<file path="config.mk">
export PLATFORM = sky130hd
export DESIGN_NAME = vme_slave_region_decode
export DESIGN_NICKNAME = d
export VERILOG_FILES = /design/src/verilog/region_decode_pkg.sv /design/src/verilog/vme_slave_region_decode.sv
export SDC_FILE = /design/constraint.sdc
export NUM_CORES = 1
export LEC_CHECK = 0
export BUFFER_PORTS_ARGS = -buffer_cell sky130_fd_sc_hd__buf_2
export CORE_ASPECT_RATIO = 1.1
export CORE_UTILIZATION = 53
export DETAILED_ROUTE_END_ITERATION = 8
export HOLD_SLACK_MARGIN = 0.06
export PLACE_DENSITY_LB_ADDON = 0.2
export SLEW_MARGIN = 0
export SYNTH_ARGS = -nofsm -noshare
export SYNTH_HDL_FRONTEND = slang
export SYNTH_SLANG_ARGS = --single-unit
export TNS_END_PERCENT = 5
</file>
<file path="constraint.sdc">
create_clock -name clock -period 3 [get_ports clock]
set_input_delay 0.15 -clock clock [delete_from_list [all_inputs] [get_ports clock]]
set_output_delay 0.15 -clock clock [all_outputs]
set_load 0.02 [all_outputs]
</file>
<file path="src/verilog/region_decode_pkg.sv">
// package of constants and types for the slave region decoder
`default_nettype none
package region_decode_pkg;
  // ----------------------------------------
  // decode delay limits in clock periods
  // ----------------------------------------
  localparam logic [2:0] DELAY_MIN = 3'h2;
  localparam logic [2:0] DELAY_MAX = 3'h5;
  localparam logic [2:0] DELAY_RESET = 3'h2;
  // ----------------------------------------
  // region inputs by controller mode
  // ----------------------------------------
  localparam int REGION_BITS_IO = 4;
  localparam int REGION_BITS_DRAM = 3;
  localparam int REGION_COUNT = 16;
  // ----------------------------------------
  // local address bus field positions
  // ----------------------------------------
  localparam int AM_LSB = 2;
  localparam int AM_MSB = 7;
  localparam int LA_BIT1 = 1;
  // ----------------------------------------
  // reset values
  // ----------------------------------------
  localparam logic [3:0] REGION_RESET = 4'h0;
  localparam logic [3:0] BYTEEN_RESET = 4'h0;
  localparam logic [15:0] UNSEL_RESET = 16'h0000;
  // ----------------------------------------
  // decoder states
  // ----------------------------------------
  typedef enum logic [2:0] {
    ST_IDLE = 3'b000,
    ST_WAIT_DSB = 3'b001,
    ST_COUNT = 3'b010,
    ST_DONE = 3'b011,
    ST_BLOCK = 3'b100
  } decode_state_t;
endpackage : region_decode_pkg
`default_nettype wire

</file>
<file path="src/verilog/vme_slave_region_decode.sv">
// address-phase region decoder of a vme slave interface
`default_nettype none
module vme_slave_region_decode #(
  parameter int REGION_WIDTH = 4
) (
  input wire logic clock,
  input wire logic resetn,
  input wire logic initDone,
  input wire logic [2:0] cfgDecodeDelay,
  input wire logic cfgAmMuxEnable,
  input wire logic cfgDramMode,
  input wire logic [15:0] cfgUnselectedRegions,
  input wire logic addrStrobeN,
  input wire logic second_data_strobeN,
  input wire logic multiplexedCycle,
  input wire logic wideAddrCycle,
  input wire logic blockCycle,
  input wire logic [5:0] addrModifier,
  input wire logic longwordN,
  input wire logic [REGION_WIDTH-1:0] regionSelect,
  input wire logic [7:0] local_address_bus_in,
  output logic [7:0] local_address_bus_out,
  output logic local_address_bus_oe,
  output logic companionLowEnable,
  output logic local_addr_decode_active,
  output logic data_in_enable_lowN,
  output logic data_in_enable_highN,
  output logic [3:0] regionNumber,
  output logic regionValid,
  output logic boardSelected,
  output logic [3:0] data_byte_enables
);
  if (REGION_WIDTH != region_decode_pkg::REGION_BITS_IO) begin : g_width_check
    $error("region input width must be four");
  end
  // ----------------------------------------
  // pin synchronisers
  // ----------------------------------------
  logic [5:0] meta_r;
  logic [5:0] sync_r;
  logic [REGION_WIDTH-1:0] regMeta_r;
  logic [REGION_WIDTH-1:0] regSync_r;
  logic [1:0] laMeta_r;
  logic [1:0] laSync_r;
  logic [5:0] syncIn;
  assign syncIn = {blockCycle, wideAddrCycle, multiplexedCycle, ~second_data_strobeN, ~addrStrobeN, initDone};
  always_ff @(posedge clock or negedge resetn) begin
    if (!resetn) begin
      meta_r <= 6'h00;
      sync_r <= 6'h00;
      regMeta_r <= '0;
      regSync_r <= '0;
      laMeta_r <= 2'h0;
      laSync_r <= 2'h0;
    end else begin
      meta_r <= syncIn;
      sync_r <= meta_r;
      regMeta_r <= regionSelect;
      regSync_r <= regMeta_r;
      laMeta_r <= {local_address_bus_in[region_decode_pkg::LA_BIT1], longwordN};
      laSync_r <= laMeta_r;
    end
  end
  wire logic asLow = sync_r[1];
  wire logic dsbLow = sync_r[2];
  wire logic muxCyc = sync_r[3];
  wire logic wideCyc = sync_r[4];
  wire logic blkCyc = sync_r[5];
  // ----------------------------------------
  // static configuration capture
  // ----------------------------------------
  logic cfgLoaded_r;
  logic cfgLoaded_nxt;
  logic [2:0] delay_r;
  logic [2:0] delay_nxt;
  logic muxEn_r;
  logic muxEn_nxt;
  logic dram_r;
  logic dram_nxt;
  logic [15:0] unsel_r;
  logic [15:0] unsel_nxt;
  always_comb begin
    cfgLoaded_nxt = cfgLoaded_r;
    delay_nxt = delay_r;
    muxEn_nxt = muxEn_r;
    dram_nxt = dram_r;
    unsel_nxt = unsel_r;
    if (!cfgLoaded_r && sync_r[0]) begin
      cfgLoaded_nxt = 1'b1;
      muxEn_nxt = cfgAmMuxEnable;
      dram_nxt = cfgDramMode;
      unsel_nxt = cfgUnselectedRegions;
      if (cfgDecodeDelay < region_decode_pkg::DELAY_MIN) begin
        delay_nxt = region_decode_pkg::DELAY_MIN;
      end else if (cfgDecodeDelay > region_decode_pkg::DELAY_MAX) begin
        delay_nxt = region_decode_pkg::DELAY_MAX;
      end else begin
        delay_nxt = cfgDecodeDelay;
      end
    end
  end
  always_ff @(posedge clock or negedge resetn) begin
    if (!resetn) begin
      cfgLoaded_r <= 1'b0;
      delay_r <= region_decode_pkg::DELAY_RESET;
      muxEn_r <= 1'b0;
      dram_r <= 1'b0;
      unsel_r <= region_decode_pkg::UNSEL_RESET;
    end else begin
      cfgLoaded_r <= cfgLoaded_nxt;
      delay_r <= delay_nxt;
      muxEn_r <= muxEn_nxt;
      dram_r <= dram_nxt;
      unsel_r <= unsel_nxt;
    end
  end
  // ----------------------------------------
  // decode sequencer
  // ----------------------------------------
  region_decode_pkg::decode_state_t state_r;
  region_decode_pkg::decode_state_t state_nxt;
  logic [2:0] count_r;
  logic [2:0] count_nxt;
  logic active_r;
  logic active_nxt;
  logic handover_r;
  logic handover_nxt;
  logic [3:0] region_r;
  logic [3:0] region_nxt;
  logic valid_r;
  logic valid_nxt;
  logic sel_r;
  logic sel_nxt;
  logic [3:0] byteEn_r;
  logic [3:0] byteEn_nxt;
  logic [1:0] data_in_enable_low_r;
  logic [1:0] data_in_enable_low_nxt;
  logic [2:0] handDly_r;
  logic [2:0] handDly_nxt;
  wire logic [3:0] sampled = dram_r ? {1'b0, regSync_r[2:0]} : regSync_r;
  function automatic logic [3:0] byte_enables(input logic addr1, input logic lwordN);
    if (!lwordN) begin
      byte_enables = 4'hF;
    end else if (addr1) begin
      byte_enables = 4'h3;
    end else begin
      byte_enables = 4'hC;
    end
  endfunction : byte_enables
  always_comb begin
    state_nxt = state_r;
    count_nxt = count_r;
    active_nxt = active_r;
    handover_nxt = handover_r;
    region_nxt = region_r;
    valid_nxt = valid_r;
    sel_nxt = sel_r;
    byteEn_nxt = byteEn_r;
    data_in_enable_low_nxt = 2'h0;
    handDly_nxt = {handDly_r[1:0], handover_r};
    case (state_r)
      region_decode_pkg::ST_IDLE: begin
        if (asLow && cfgLoaded_r) begin
          active_nxt = 1'b1;
          count_nxt = 3'h1;
          if (muxCyc) begin
            state_nxt = region_decode_pkg::ST_WAIT_DSB;
          end else begin
            state_nxt = region_decode_pkg::ST_COUNT;
          end
        end
      end
      region_decode_pkg::ST_WAIT_DSB: begin
        handover_nxt = 1'b1;
        data_in_enable_low_nxt = wideCyc ? 2'h3 : 2'h0;
        if (!asLow) begin
          state_nxt = region_decode_pkg::ST_IDLE;
        end else if (dsbLow) begin
          count_nxt = 3'h1;
          state_nxt = region_decode_pkg::ST_COUNT;
        end
      end
      region_decode_pkg::ST_COUNT: begin
        handover_nxt = 1'b1;
        if (!asLow) begin
          state_nxt = region_decode_pkg::ST_IDLE;
        end else if (count_r >= delay_r - 3'h1) begin
          region_nxt = sampled;
          valid_nxt = 1'b1;
          sel_nxt = ~unsel_r[sampled];
          state_nxt = region_decode_pkg::ST_DONE;
        end else begin
          count_nxt = count_r + 3'h1;
        end
      end
      region_decode_pkg::ST_DONE: begin
        if (!asLow) begin
          state_nxt = region_decode_pkg::ST_IDLE;
        end else if (blkCyc && !dsbLow) begin
          state_nxt = region_decode_pkg::ST_BLOCK;
        end
      end
      region_decode_pkg::ST_BLOCK: begin
        if (!asLow) begin
          state_nxt = region_decode_pkg::ST_IDLE;
        end
      end
      default: begin
        state_nxt = region_decode_pkg::ST_IDLE;
      end
    endcase
    if (state_nxt == region_decode_pkg::ST_IDLE) begin
      active_nxt = 1'b0;
      handover_nxt = 1'b0;
      valid_nxt = 1'b0;
      sel_nxt = 1'b0;
      count_nxt = 3'h0;
    end
    // low byte reaches the synchroniser output two clocks after hand-over
    if (handDly_r == 3'h3) begin
      byteEn_nxt = byte_enables(laSync_r[1], laSync_r[0]);
    end
  end
  always_ff @(posedge clock or negedge resetn) begin
    if (!resetn) begin
      state_r <= region_decode_pkg::ST_IDLE;
      count_r <= 3'h0;
      active_r <= 1'b0;
      handover_r <= 1'b0;
      region_r <= region_decode_pkg::REGION_RESET;
      valid_r <= 1'b0;
      sel_r <= 1'b0;
      byteEn_r <= region_decode_pkg::BYTEEN_RESET;
      data_in_enable_low_r <= 2'h0;
      handDly_r <= 3'h0;
    end else begin
      state_r <= state_nxt;
      count_r <= count_nxt;
      active_r <= active_nxt;
      handover_r <= handover_nxt;
      region_r <= region_nxt;
      valid_r <= valid_nxt;
      sel_r <= sel_nxt;
      byteEn_r <= byteEn_nxt;
      data_in_enable_low_r <= data_in_enable_low_nxt;
      handDly_r <= handDly_nxt;
    end
  end
  // ----------------------------------------
  // local address drive
  // ----------------------------------------
  logic [7:0] laOut_r;
  logic [7:0] laOut_nxt;
  logic laOe_r;
  logic laOe_nxt;
  always_comb begin
    laOut_nxt = 8'h00;
    laOe_nxt = 1'b0;
    if (muxEn_r && cfgLoaded_r && !handover_nxt) begin
      laOut_nxt[region_decode_pkg::AM_MSB:region_decode_pkg::AM_LSB] = addrModifier;
      laOe_nxt = 1'b1;
    end else if (!muxEn_r && state_nxt == region_decode_pkg::ST_BLOCK) begin
      laOut_nxt = local_address_bus_in;
      laOe_nxt = 1'b1;
    end
  end
  always_ff @(posedge clock or negedge resetn) begin
    if (!resetn) begin
      laOut_r <= 8'h00;
      laOe_r <= 1'b0;
    end else begin
      laOut_r <= laOut_nxt;
      laOe_r <= laOe_nxt;
    end
  end
  assign local_address_bus_out = laOut_r;
  assign local_address_bus_oe = laOe_r;
  assign companionLowEnable = ~laOe_r;
  assign local_addr_decode_active = active_r;
  assign data_in_enable_lowN = ~data_in_enable_low_r[0];
  assign data_in_enable_highN = ~data_in_enable_low_r[1];
  assign regionNumber = region_r;
  assign regionValid = valid_r;
  assign boardSelected = sel_r;
  assign data_byte_enables = byteEn_r;
  // ----------------------------------------
  // assertions
  // ----------------------------------------
  a_active_ends: assert property (@(posedge clock) disable iff (!resetn)
    (state_r != region_decode_pkg::ST_IDLE && !asLow) |=> !local_addr_decode_active)
    else $error("decode active not dropped at end of cycle");
  a_handover_one: assert property (@(posedge clock) disable iff (!resetn)
    $rose(local_addr_decode_active) && muxEn_r |=> (!local_address_bus_oe || !asLow))
    else $error("drivers not released one clock after decode active");
  a_mux_gate: assert property (@(posedge clock) disable iff (!resetn)
    !muxEn_r |-> (!local_address_bus_oe || state_r == region_decode_pkg::ST_BLOCK))
    else $error("address driven with multiplexing off");
  a_delay_range: assert property (@(posedge clock) disable iff (!resetn)
    delay_r >= region_decode_pkg::DELAY_MIN && delay_r <= region_decode_pkg::DELAY_MAX)
    else $error("decode delay out of range");
  a_cfg_static: assert property (@(posedge clock) disable iff (!resetn)
    cfgLoaded_r |=> $stable(delay_r) && $stable(muxEn_r))
    else $error("configuration changed after init");
  a_unsel_quiet: assert property (@(posedge clock) disable iff (!resetn)
    regionValid |-> (boardSelected == ~unsel_r[regionNumber]))
    else $error("unselected region answered");
  a_dram_three: assert property (@(posedge clock) disable iff (!resetn)
    (regionValid && dram_r) |-> !regionNumber[3])
    else $error("fourth region bit used in dram mode");
  a_sample_time: assert property (@(posedge clock) disable iff (!resetn)
    ($rose(local_addr_decode_active) && !muxCyc && delay_r == 3'h2) |=> ##1 (regionValid || !asLow))
    else $error("region not sampled at decode delay");
  c_decode: cover property (@(posedge clock) disable iff (!resetn) $rose(regionValid));
  c_muxcyc: cover property (@(posedge clock) disable iff (!resetn) state_r == region_decode_pkg::ST_WAIT_DSB);
  c_block: cover property (@(posedge clock) disable iff (!resetn) state_r == region_decode_pkg::ST_BLOCK);
endmodule : vme_slave_region_decode
`default_nettype wire

</file>
==> results of run 1 <==
==> sequential cells by signal (all words and copies together) (netlist names), 2 cells and up <==
| signal | cells |
|---|---|
| laMeta_r | 2 |
| delay_r | 3 |
| data_byte_enables | 2 |
| local_address_bus_out | 8 |
| regionNumber | 4 |
| handDly_r | 3 |
| regMeta_r | 4 |
| regSync_r | 4 |
| meta_r | 6 |
| sync_r | 6 |
| laSync_r | 2 |
| count_r | 3 |
| state_r | 3 |
| unsel_r | 16 |
==> how the worst min path moves through the flow <==
stage,from,endpoint,slack [ns],cells past startpoint
after floorplan,resetn,boardSelected,-0.15,0
after global placement,initDone,meta_r[0],0.26,1
after detailed placement,regionSelect[3],regMeta_r[3],0.26,1
after CTS,addrModifier[2],local_address_bus_out[4],0.06,3
after global routing,addrModifier[2],local_address_bus_out[4],0.09,3
final,addrModifier[2],local_address_bus_out[4],0.07,3
==> cell families (layout without fill, tap and decap cells) <==
kind of cell | Yosys count | after routing | synth area share [%]
adder cells (fa/ha/maj) | 6 | 6 | 2.41
AND/OR/NAND/NOR | 49 | 49 | 8.15
multiplexers | 28 | 28 | 12.2
XOR/XNOR | 1 | 1 | 0.291
buffers and inverters | 25 | 144 | 4.49
AO/OA/AOI/OAI | 34 | 34 | 10.1
flip-flops | 75 | 75 | 62.4
==> layout make-up <==
| type | count | area, um^2 |
|---|---|---|
| Tap cell | 75 | 93.8 |
| Fill cell | 363 | 1390 |
| Sequential cell | 75 | 1880 |
| Clock buffer | 12 | 155 |
| Timing Repair Buffer | 115 | 798 |
| Clock inverter | 4 | 72.6 |
| Multi-Input combinational cell | 118 | 998 |
| Inverter | 13 | 48.8 |
==> through the flow <==
| stage | cell area, um^2 | utilization (%) | setup slack (ns) |
|---|---|---|---|
| finish | 4050 | 74.5 | 0.424 |
| global route | 4050 | 74.5 | 0.306 |
| CTS | 4050 | 74.5 | 0.396 |
| detailed placement | 3390 | 62.4 | 0.440 |
| global placement | 3390 | 62.4 | 0.515 |
| floorplan | 3010 | - | 0.694 |
==> power groups by stage <==
| stage | sequential (W) | clock [W] | combinational, W |
|---|---|---|---|
| after floorplan | 0.00133 | 0 | 0.000401 |
| after global routing | 0.00129 | 0.000916 | 0.000726 |
| final | 0.00127 | 0.000859 | 0.000654 |
| after CTS | 0.00127 | 0.000876 | 0.000659 |
| after global placement | 0.00128 | 0 | 0.000594 |
| after detailed placement | 0.00129 | 0 | 0.000611 |
==> cells in the final DEF, fill, tap and decap left out, types with 4 or more instances in the layout <==
master | synthesis | layout
and2_1 | 4 | 4
ha_1 | 5 | 5
inv_1 | 12 | 12
o2bb2ai_2 | 6 | 6
mux2_2 | 21 | 21
nor2b_1 | 5 | 4
mux4_2 | 4 | 4
dfrtp_1 | 74 | 74
a21oi_1 | 7 | 7
nand2_1 | 15 | 15
dlygate4sd3_1 | 0 | 43
clkbuf_8 | 0 | 11
nand3_1 | 4 | 4
nor2_1 | 9 | 9
buf_2 | 3 | 69
==> worst register-to-register path: cells and delay by family (launching register included) <==
kind / cells / cell delay, ns
AO/OA/AOI/OAI: 5 / 1.30
flip-flops: 1 / 0.53
adder cells (fa/ha/maj): 2 / 0.50
XOR/XNOR: 1 / 0.13
buffers and inverters: 1 / 0.04
==> per-layer routing <==
layer | track usage [%] | vias up | share of wire, %
met3 | 4.59 | 8 | 3.8
li1 | - | 982 | -
met1 | 28.2 | 1005 | 43
met2 | 37.5 | 53 | 51
met5 | 0 | - | 0
met4 | 10.4 | 0 | 1.7
==> timing repair <==
item,CTS,global route
buffers inserted,0,0
hold buffers,43,0
hold endpoints to repair,113,0
==> results.md, run 1 <==
- Num ports: between 70 and 80
- Yosys top cell by area: dfrtp_1
- Clock power share: a little under a third
- Core footprint: ~5400 um^2
- Async set or reset register ratio after synthesis: 100%
- Worst r2r path cells: 9
- Mapped Nets: between 200 and 300
- Max-slew headroom: about 40%
- GPL Wtd Cong: just under 0.8
- CTS tree: done
- Clock Path Buffers: 2
- GRT overflow: 0
- Reg-to-reg endpoint: local_address_bus_out[3]
- Main synth FF type: dfrtp_1
- Final Hold Violating Endpoints: 0
- Slowest cell on crit path: dfstp_2
- # resized after CTS: 0
- Hold crit path type: input pin to flop
- Logic pwr share: a little under a quarter
- Pre-antenna DRT Iters: 4
- CP bufs+invs: 1
- Total GRT Usage: between 20 and 25%
- Synth Register Bits: 75
- R2R Path Start: delay_r[1]
- Starting density of the core: 55.4%
- Synth top area share: roughly 62%
- Synth Instances: between 200 and 250
- Post-route DRC: 0
- Yosys warns: 0
- Inserted Clock Buffers: 9
- Critical Path AT: 2.84 ns
- Worst-path clk slew: 0.07 ns
- Outcome: complete, no violations
- CP endpoint kind: flop
- Setup crit start: delay_r[1]
- CP delay by family, top: compound AO/OA/AOI/OAI gates
- Unique masters post-synth: between 40 and 50
- Nets: ~390
- Synth Cell Area: about 3000 um^2
- VDD IR max: approximately 0.43 mV
- Num rows: 28
- Cell Pwr Density: 688 nW/um^2
- Most frequent cell after synthesis: dfrtp_1
- Vias in the first global route: around 2100
- Die area: approximately 6000 um^2
- Worst Clk Skew: 0.00975 ns
- Max-Cap Viols: 0
- Violation count after the first detailed-route iteration: slightly above 50
- Max-slew violation count: 0
- Largest stage delay on the critical path: 0.53 ns
- Leak pwr: roughly 1.9 nW
- DRT antenna net count: 0
- Top cells by count, synth: dfrtp_1 (74), mux2_2 (21), nand2_1 (15), inv_1 (12), nor2_1 (9)
- Layout area overhead: 34.4%
- Wirelength, routed: around 5800 um
- Hold WS: roughly 0.071 ns
- Mean Syn Cell Area: roughly 14 um^2
- Largest net degree at the start of global routing: between 70 and 80
- Worst-margin pin slew: around 0.9 ns
- PortBufs: 70
- Clock insertion delay at the later pin of the skew report: about 0.34 ns
- Setup violations, final: 0
- Cell mode on critical path: ha_1
- DIE WIDTH: 73.8 um
- Worst path cell trace: inv_1, ha_1, xnor2_1, ha_1, a21o_1, a31oi_4, a21oi_2, o32a_1, o2bb2ai_2
- Root buf cell: clkbuf_8
- Worst-path maximum fanout: 8
- Layout cells sized above 1: between 30 and 40%
- WL per Instance: 14.1 um
- RSZ-0062 raised after global routing: false
- Final Cycle Share: a little under nine tenths
- Worst Setup EP: local_address_bus_out[3]
- Ranking of synthesized cells by area: dfrtp_1 (62%), mux2_2 (7.9%), mux4_2 (3.0%)
- Via-to-Cell Ratio: 4.97
- P_sw: approximately 0.00080 W
- H-tree depth: 3
- CP Depth: 9
- Initial antenna violation count: 0
- P_int: just under 0.002 W
- Sw Ratio: roughly 29%
- Setup TNS Final: 0 ns
- Fmax achieved: just under 0.4 GHz
- Tmin final: about 2.6 ns
- Die Y: between 80 and 90 um
- CTS sink cnt: between 70 and 80
- Register share of total power: a little under half
- Post-DP HPWL: approximately 3500 um
- PnR Total Power: about 0.0028 W
- WP data required: 3.26 ns
- Sequential-to-total area share from yosys stat: 62.4%
- Post-synth EDFFs: 0
- Post-Layout Cell Count: ~410
- FF-to-FF setup slack: about 0.42 ns
- N_diodes: 0
- Placed insts: 353
- Critical path type: flop to flop
- First-pass GRT wire length: slightly below 10000 um
- Startpoint Class: flop
- Routed vias: just over 2000
No activity file was read; power rests on OpenSTA's default activity.
==> run 2: changes to the inputs <==
--- a/config.mk
+++ b/config.mk
@@ -11,6 +11,7 @@
 export DETAILED_ROUTE_END_ITERATION = 8
 export HOLD_SLACK_MARGIN = 0.06
 export PLACE_DENSITY_LB_ADDON = 0.2
+export RECOVER_POWER = 25
 export SLEW_MARGIN = 0
 export SYNTH_ARGS = -nofsm -noshare
 export SYNTH_HDL_FRONTEND = slang
==> run 2 against run 1 <==
Sequential power about the same. Final area decreased by 0.40%. Sequential share of layout area increased by 0.19 points. Worst hold slack improved by 0.0038 ns. Fmax decreased by 0.16%. Worst setup slack got worse by 0.0041 ns. Global-route usage unchanged. Register-to-register slack about the same. Critical path type unchanged. Critical endpoint unchanged. Largest power group unchanged.
==> results.md, run 2 (synthesis results as in run 1) <==
- Outcome: complete, no violations
- RSZ-0062 raised after global routing: false
- Clock insertion delay at the later pin of the skew report: 0.34 ns (about the same)
- DRT antenna net count: 0 (unchanged)
- Largest net degree at the start of global routing: 76 (unchanged)
- Max-Cap Viols: 0 (unchanged)
- Post-Layout Cell Count: 412 (unchanged)
- GRT overflow: 0 (unchanged)
- N_diodes: 0 (unchanged)
- WL per Instance: 14.0 um (-0.21%)
- Root buf cell: clkbuf_8
- Violation count after the first detailed-route iteration: 67 (+31%)
- Pre-antenna DRT Iters: 4 (unchanged)
- Max-slew violation count: 0 (unchanged)
- Post-DP HPWL: 3450 um (unchanged)
- Starting density of the core: 55.4% (unchanged)
- Critical Path AT: 2.84 ns (about the same)
- CTS tree: done
- Worst path cell trace: inv_1, ha_1, xnor2_1, ha_1, a21o_1, a31oi_4, a21oi_2, o32a_1, o2bb2ai_2
- Die Y: 81.0 um (unchanged)
- Wirelength, routed: 5780 um (-0.21%)
- Setup violations, final: 0 (unchanged)
- Core footprint: 5430 um^2 (unchanged)
- Vias in the first global route: 2123 (unchanged)
- Biggest register: unsel_r
- Num ports: 71 (unchanged)
- Initial antenna violation count: 0 (unchanged)
- Worst-path maximum fanout: 8 (unchanged)
- Via-to-Cell Ratio: 4.96 (-0.15%)
- VDD IR max: 0.431 mV (about the same)
- Worst-path clk slew: 0.07 ns (about the same)
- Final Hold Violating Endpoints: 0 (unchanged)
- Hold crit path type: input pin to flop
- H-tree depth: 3 (unchanged)
- Commonest non-fill, non-tap cell in the layout: dfrtp_1
- Startpoint Class: flop
- PortBufs: 70 (unchanged)
- Hold WS: 0.0748 ns (+0.00379 ns)
- Largest register FFs: 16 (unchanged)
- Routed vias: 2045 (-0.15%)
- Tmin final: 2.58 ns (+0.00411 ns)
- Die area: 5980 um^2 (unchanged)
- Placed insts: 353 (unchanged)
- Worst-margin pin slew: 0.909 ns (+0.0132 ns)
- DIE WIDTH: 73.8 um (unchanged)
- Fmax achieved: 0.388 GHz (-0.16%)
- Setup TNS Final: 0 ns (unchanged)
- Max-slew headroom: 39.3% (-0.88 points)
- Post-route DRC: 0 (unchanged)
- Most frequent cells in the layout: dfrtp_1 (74), buf_2 (56), dlygate4sd3_1 (43)
- Slowest cell on crit path: dfstp_2
- CP endpoint kind: flop
- Layout cells sized above 1: 33.8% (-3.9 points)
- Cell Pwr Density: 689 nW/um^2 (about the same)
- Layout area overhead: 33.9%
- Clock Path Buffers: 2 (unchanged)
- GPL Wtd Cong: 0.784 (unchanged)
- Leak pwr: 1.88 nW (-2.6%)
- Total GRT Usage: 22.5% (unchanged)
- Num rows: 28 (unchanged)
- CTS sink cnt: 75 (unchanged)
- Nets: 385 (unchanged)
- Worst Clk Skew: 0.00913 ns (-0.000616 ns)
- WP data required: 3.26 ns (about the same)
- Cell mode on critical path: ha_1
- Final Cycle Share: 86.0% (+0.14 points)
- Inserted Clock Buffers: 9 (unchanged)
- Critical path type: flop to flop
- Largest stage delay on the critical path: 0.53 ns (about the same)
- # resized after CTS: 0 (unchanged)
- First-pass GRT wire length: 9790 um (unchanged)
==> run 2: cell types whose count changed in the layout (fill, tap and decap cells not counted), sizes merged <==
cell	before	now
clkbuf	12	25
buf	72	59
==> run 2: where the power goes <==
group	internal, W	switching [W]
Clock	0.000513	0.000344
Combinational	0.000291	0.000356
Sequential	0.00117	0.000103
==> run 2: layout make-up <==
cell class                 instances  area [um^2]
sequential                        75         1880
fill                             373         1400
multi-input combinational        118          998
timing repair buffer             115          782
clock buffer                      12          155
tap                               75         93.8
clock inverter                     4         72.6
inverter                          13         48.8
==> run 2: critical path: cells and delay by family, from the launching register on <==
family                     cells  cell delay [ns]
xor gates and xnor gates       1             0.13
buffers and inverters          1             0.04
DFF                            1             0.53
AOI/OAI and AO/OA              5             1.30
adders and majority gates      2             0.50
==> run 2: timing repair <==
item | CTS | global route
endpoints found under the hold margin | 113 | 0
setup buffers | 0 | 0
hold buffers | 43 | 0
==> run 2: stage by stage <==
stage	area [um^2]	utilization (%)	power [W]	setup WS, ns
after global routing	4030	74.2	0.00293	0.306
after CTS	4050	74.5	0.00280	0.396
final	4030	74.2	0.00277	0.419
after global placement	3390	62.4	0.00188	0.515
after detailed placement	3390	62.4	0.00190	0.440
after floorplan	3010	-	0.00173	0.694
==> run 2: final timing paths <==
path | startpoint | to | slack, ns | cells past startpoint
hold reg to reg | meta_r[2] | sync_r[2] | 0.35 | 0
setup reg to reg | delay_r[1] | local_address_bus_out[3] | 0.42 | 9
hold / removal | addrModifier[2] | local_address_bus_out[4] | 0.07 | 3
setup / recovery | delay_r[1] | local_address_bus_out[3] | 0.42 | 9
min in group asynchronous | resetn | muxEn_r | 0.49 | 2
max in group asynchronous | resetn | regionValid | 1.96 | 2
==> run 2: metal layers <==
layer / share of wire, % / global-route usage (%)
met1: 43 / 28.2
met2: 51 / 37.5
met3: 3.8 / 4.59
met4: 1.6 / 10.4
met5: 0 / 0
==> run 3: changes to the inputs <==
--- a/config.mk
+++ b/config.mk
@@ -6,8 +6,10 @@
 export NUM_CORES = 1
 export LEC_CHECK = 0
 export BUFFER_PORTS_ARGS = -buffer_cell sky130_fd_sc_hd__buf_2
+export CELL_PAD_IN_SITES_DETAIL_PLACEMENT = 0
+export CELL_PAD_IN_SITES_GLOBAL_PLACEMENT = 1
 export CORE_ASPECT_RATIO = 1.1
-export CORE_UTILIZATION = 53
+export CORE_UTILIZATION = 42
 export DETAILED_ROUTE_END_ITERATION = 8
 export HOLD_SLACK_MARGIN = 0.06
 export PLACE_DENSITY_LB_ADDON = 0.2
==> run 3 against run 2 <==
Worst hold slack better by 0.097 ns. Register-to-register slack improved by 0.04 ns. Highest routed layer unchanged. Critical path type unchanged. First-iteration DRC count up 96%. Fmax rose by 1.4%. Sequential cell count unchanged.
==> results.md, run 3 (synthesis results as in run 1) <==
- CP bufs+invs: 1 (unchanged)
- Max-slew violation count: 0 (unchanged)
- Violation count after the first detailed-route iteration: 131 (+96%)
- Worst path cell trace: inv_1, ha_1, xnor2_1, ha_1, a21o_1, a31oi_4, a21oi_2, o32a_1, o2bb2ai_2
- WL per Instance: 13.1 um (-6.6%)
- H-tree depth: 3 (unchanged)
- Worst-margin pin slew: 0.934 ns (+0.0253 ns)
- Die Y: 90.8 um (+12%)
- GPL Wtd Cong: 0.778 (-0.87%)
- Inserted Clock Buffers: 9 (unchanged)
- Worst Clk Skew: 0.00566 ns (-0.00348 ns)
- GRT overflow: 0 (unchanged)
- Max-slew headroom: 37.7% (-1.6 points)
- Num rows: 32 (+14%)
- Clock Path Buffers: 2 (unchanged)
- Nets: 387 (+0.52%)
- Most frequent cells in the layout: dfrtp_1 (74), buf_2 (57), dlygate4sd3_1 (45)
- Post-route DRC: 0 (unchanged)
- Hold Crit Start: cfgDecodeDelay[1]
- Cell mode on critical path: ha_1
- Cell Pwr Density: 654 nW/um^2 (-5.1%)
- FF-to-FF setup slack: 0.46 ns (+0.04 ns)
- RSZ-0062 raised after global routing: false
- Hold crit path type: input pin to flop
- N_diodes: 0 (unchanged)
- Fmax achieved: 0.393 GHz (+1.4%)
- Final instance area: 4010 um^2 (-0.47%)
- Num ports: 71 (unchanged)
- CTS sink cnt: 75 (unchanged)
- Post-DP HPWL: 3520 um (+1.9%)
- PortBufs: 70 (unchanged)
- Max-Cap Viols: 0 (unchanged)
- First-pass GRT wire length: 9490 um (-3.1%)
- Worst-path clk slew: 0.07 ns (about the same)
- Largest stage delay on the critical path: 0.53 ns (about the same)
- Leak pwr: 1.87 nW (-0.63%)
- Final Hold Violating Endpoints: 0 (unchanged)
- CTS tree: done
- WP data required: 3.26 ns (about the same)
- Setup violations, final: 0 (unchanged)
- Commonest non-fill, non-tap cell in the layout: dfrtp_1
- Biggest register: unsel_r
- Largest net degree at the start of global routing: 76 (unchanged)
- Critical path type: flop to flop
- DIE WIDTH: 82.7 um (+12%)
- Hold path endpoint: delay_r[0]
- Worst-path maximum fanout: 8 (unchanged)
- Core footprint: 6970 um^2 (+28%)
- R2R Path Start: delay_r[1]
- Total GRT Usage: 17.1% (-5.4 points)
- Critical Path AT: 2.81 ns (-0.03 ns)
- Worst r2r path cells: 9 (unchanged)
- Wirelength, routed: 5550 um (-4.1%)
- Hold path cells: 4 (+1)
- Initial antenna violation count: 0 (unchanged)
- Layout area overhead: 33.3%
- Starting density of the core: 43.2% (-12 points)
- Final Worst Setup Slack: 0.455 ns (+0.0360 ns)
- Tmin final: 2.54 ns (-0.0360 ns)
- VDD IR max: 0.333 mV (-23%)
- Pre-antenna DRT Iters: 4 (unchanged)
- Root buf cell: clkbuf_8
- PnR Total Power: 0.00262 W (-5.5%)
- Largest register FFs: 16 (unchanged)
- Setup crit start: delay_r[1]
- CP endpoint kind: flop
- Placed cell areas: 3400 um^2 (+0.37%)
- Setup TNS Final: 0 ns (unchanged)
- Via-to-Cell Ratio: 4.81 (-3.0%)
- Die area: 7510 um^2 (+25%)
- Pre-CTS setup slack: 0.464 ns (+0.0238 ns)
- Final Cycle Share: 84.8% (-1.2 points)
- Startpoint Class: flop
- DRT antenna net count: 0 (unchanged)
- Slowest cell on crit path: dfstp_2
- Layout cells sized above 1: 33.1% (-0.69 points)
- Outcome: complete, no violations
- Reg-to-reg endpoint: local_address_bus_out[2]
- Routed vias: 2036 (-0.44%)
- Clock insertion delay at the later pin of the skew report: 0.33 ns (about the same)
- CP delay by family, top: compound AO/OA/AOI/OAI gates
- Post-CTS setup buffers: 0 (unchanged)
- Vias in the first global route: 2054 (-3.3%)
==> run 3: changes by cell type in the layout (fill, tap and decap cells not counted), sizes merged <==
cell	before	now
clkbuf	25	24
dlygate4sd3	43	45
bufinv	2	1
buf	59	60
clkinv	1	2
clkinvlp	1	0
==> run 3: routing by layer <==
| layer | wire, um | vias up | share of wire (%) | track usage (%) |
|---|---|---|---|---|
| met2 | 2690 | 44 | 49 | 24.9 |
| met3 | 213 | 11 | 3.8 | 4.75 |
| li1 | - | 984 | - | - |
| met5 | 0 | - | 0 | 0 |
| met4 | 104 | 0 | 1.9 | 6.90 |
| met1 | 2530 | 997 | 46 | 23.8 |
==> run 3: area by class of cell <==
class | instances | area (um^2)
tap | 85 | 106
inverter | 13 | 48.8
clock buffer | 12 | 135
clock inverter | 3 | 40.0
timing repair buffer | 117 | 803
sequential | 75 | 1880
fill | 641 | 2960
multi-input combinational | 118 | 998
==> run 3: worst reg2reg max path, stage by stage (launching register included) <==
cell and delay [ns]:
dfstp_2 0.53, inv_1 0.04, ha_1 0.18, xnor2_1 0.13, ha_1 0.32, a21o_1 0.22, a31oi_4 0.24, a21oi_2 0.12
o32a_1 0.52, o2bb2ai_2 0.19
==> run 3: metrics by stage <==
stage               hold slack (ns)  utilization (%)  cells
finish                        0.172             57.6    423
global route                  0.192             57.6    423
CTS                           0.160             57.8    423
detailed placement            0.260             48.8    363
global placement              0.258             48.8    363
floorplan                    -0.146                -    218
==> run 3: repair_timing <==
action,4_1_cts,5_1_grt
hold buffers,45,0
resized for setup,0,0
hold endpoints to repair,113,0
==> run 3: worst max path at each step <==
| stage | end | slack, ns | depth (start not counted) |
|---|---|---|---|
| floorplan | local_address_bus_oe | 0.69 | 10 |
| global placement | local_address_bus_oe | 0.49 | 9 |
| detailed placement | local_address_bus_out[2] | 0.46 | 9 |
| CTS | local_address_bus_out[2] | 0.45 | 9 |
| global route | local_address_bus_out[5] | 0.26 | 9 |
| finish | local_address_bus_out[2] | 0.46 | 9 |
==> run 3: power breakdown <==
group | switching, W | internal [W] | leakage (nW)
Combinational | 0.000351 | 0.000293 | 0.852
Clock | 0.000329 | 0.000378 | 0.0902
Sequential | 0.000103 | 0.00117 | 0.924
Total | 0.000783 | 0.00184 | 1.87
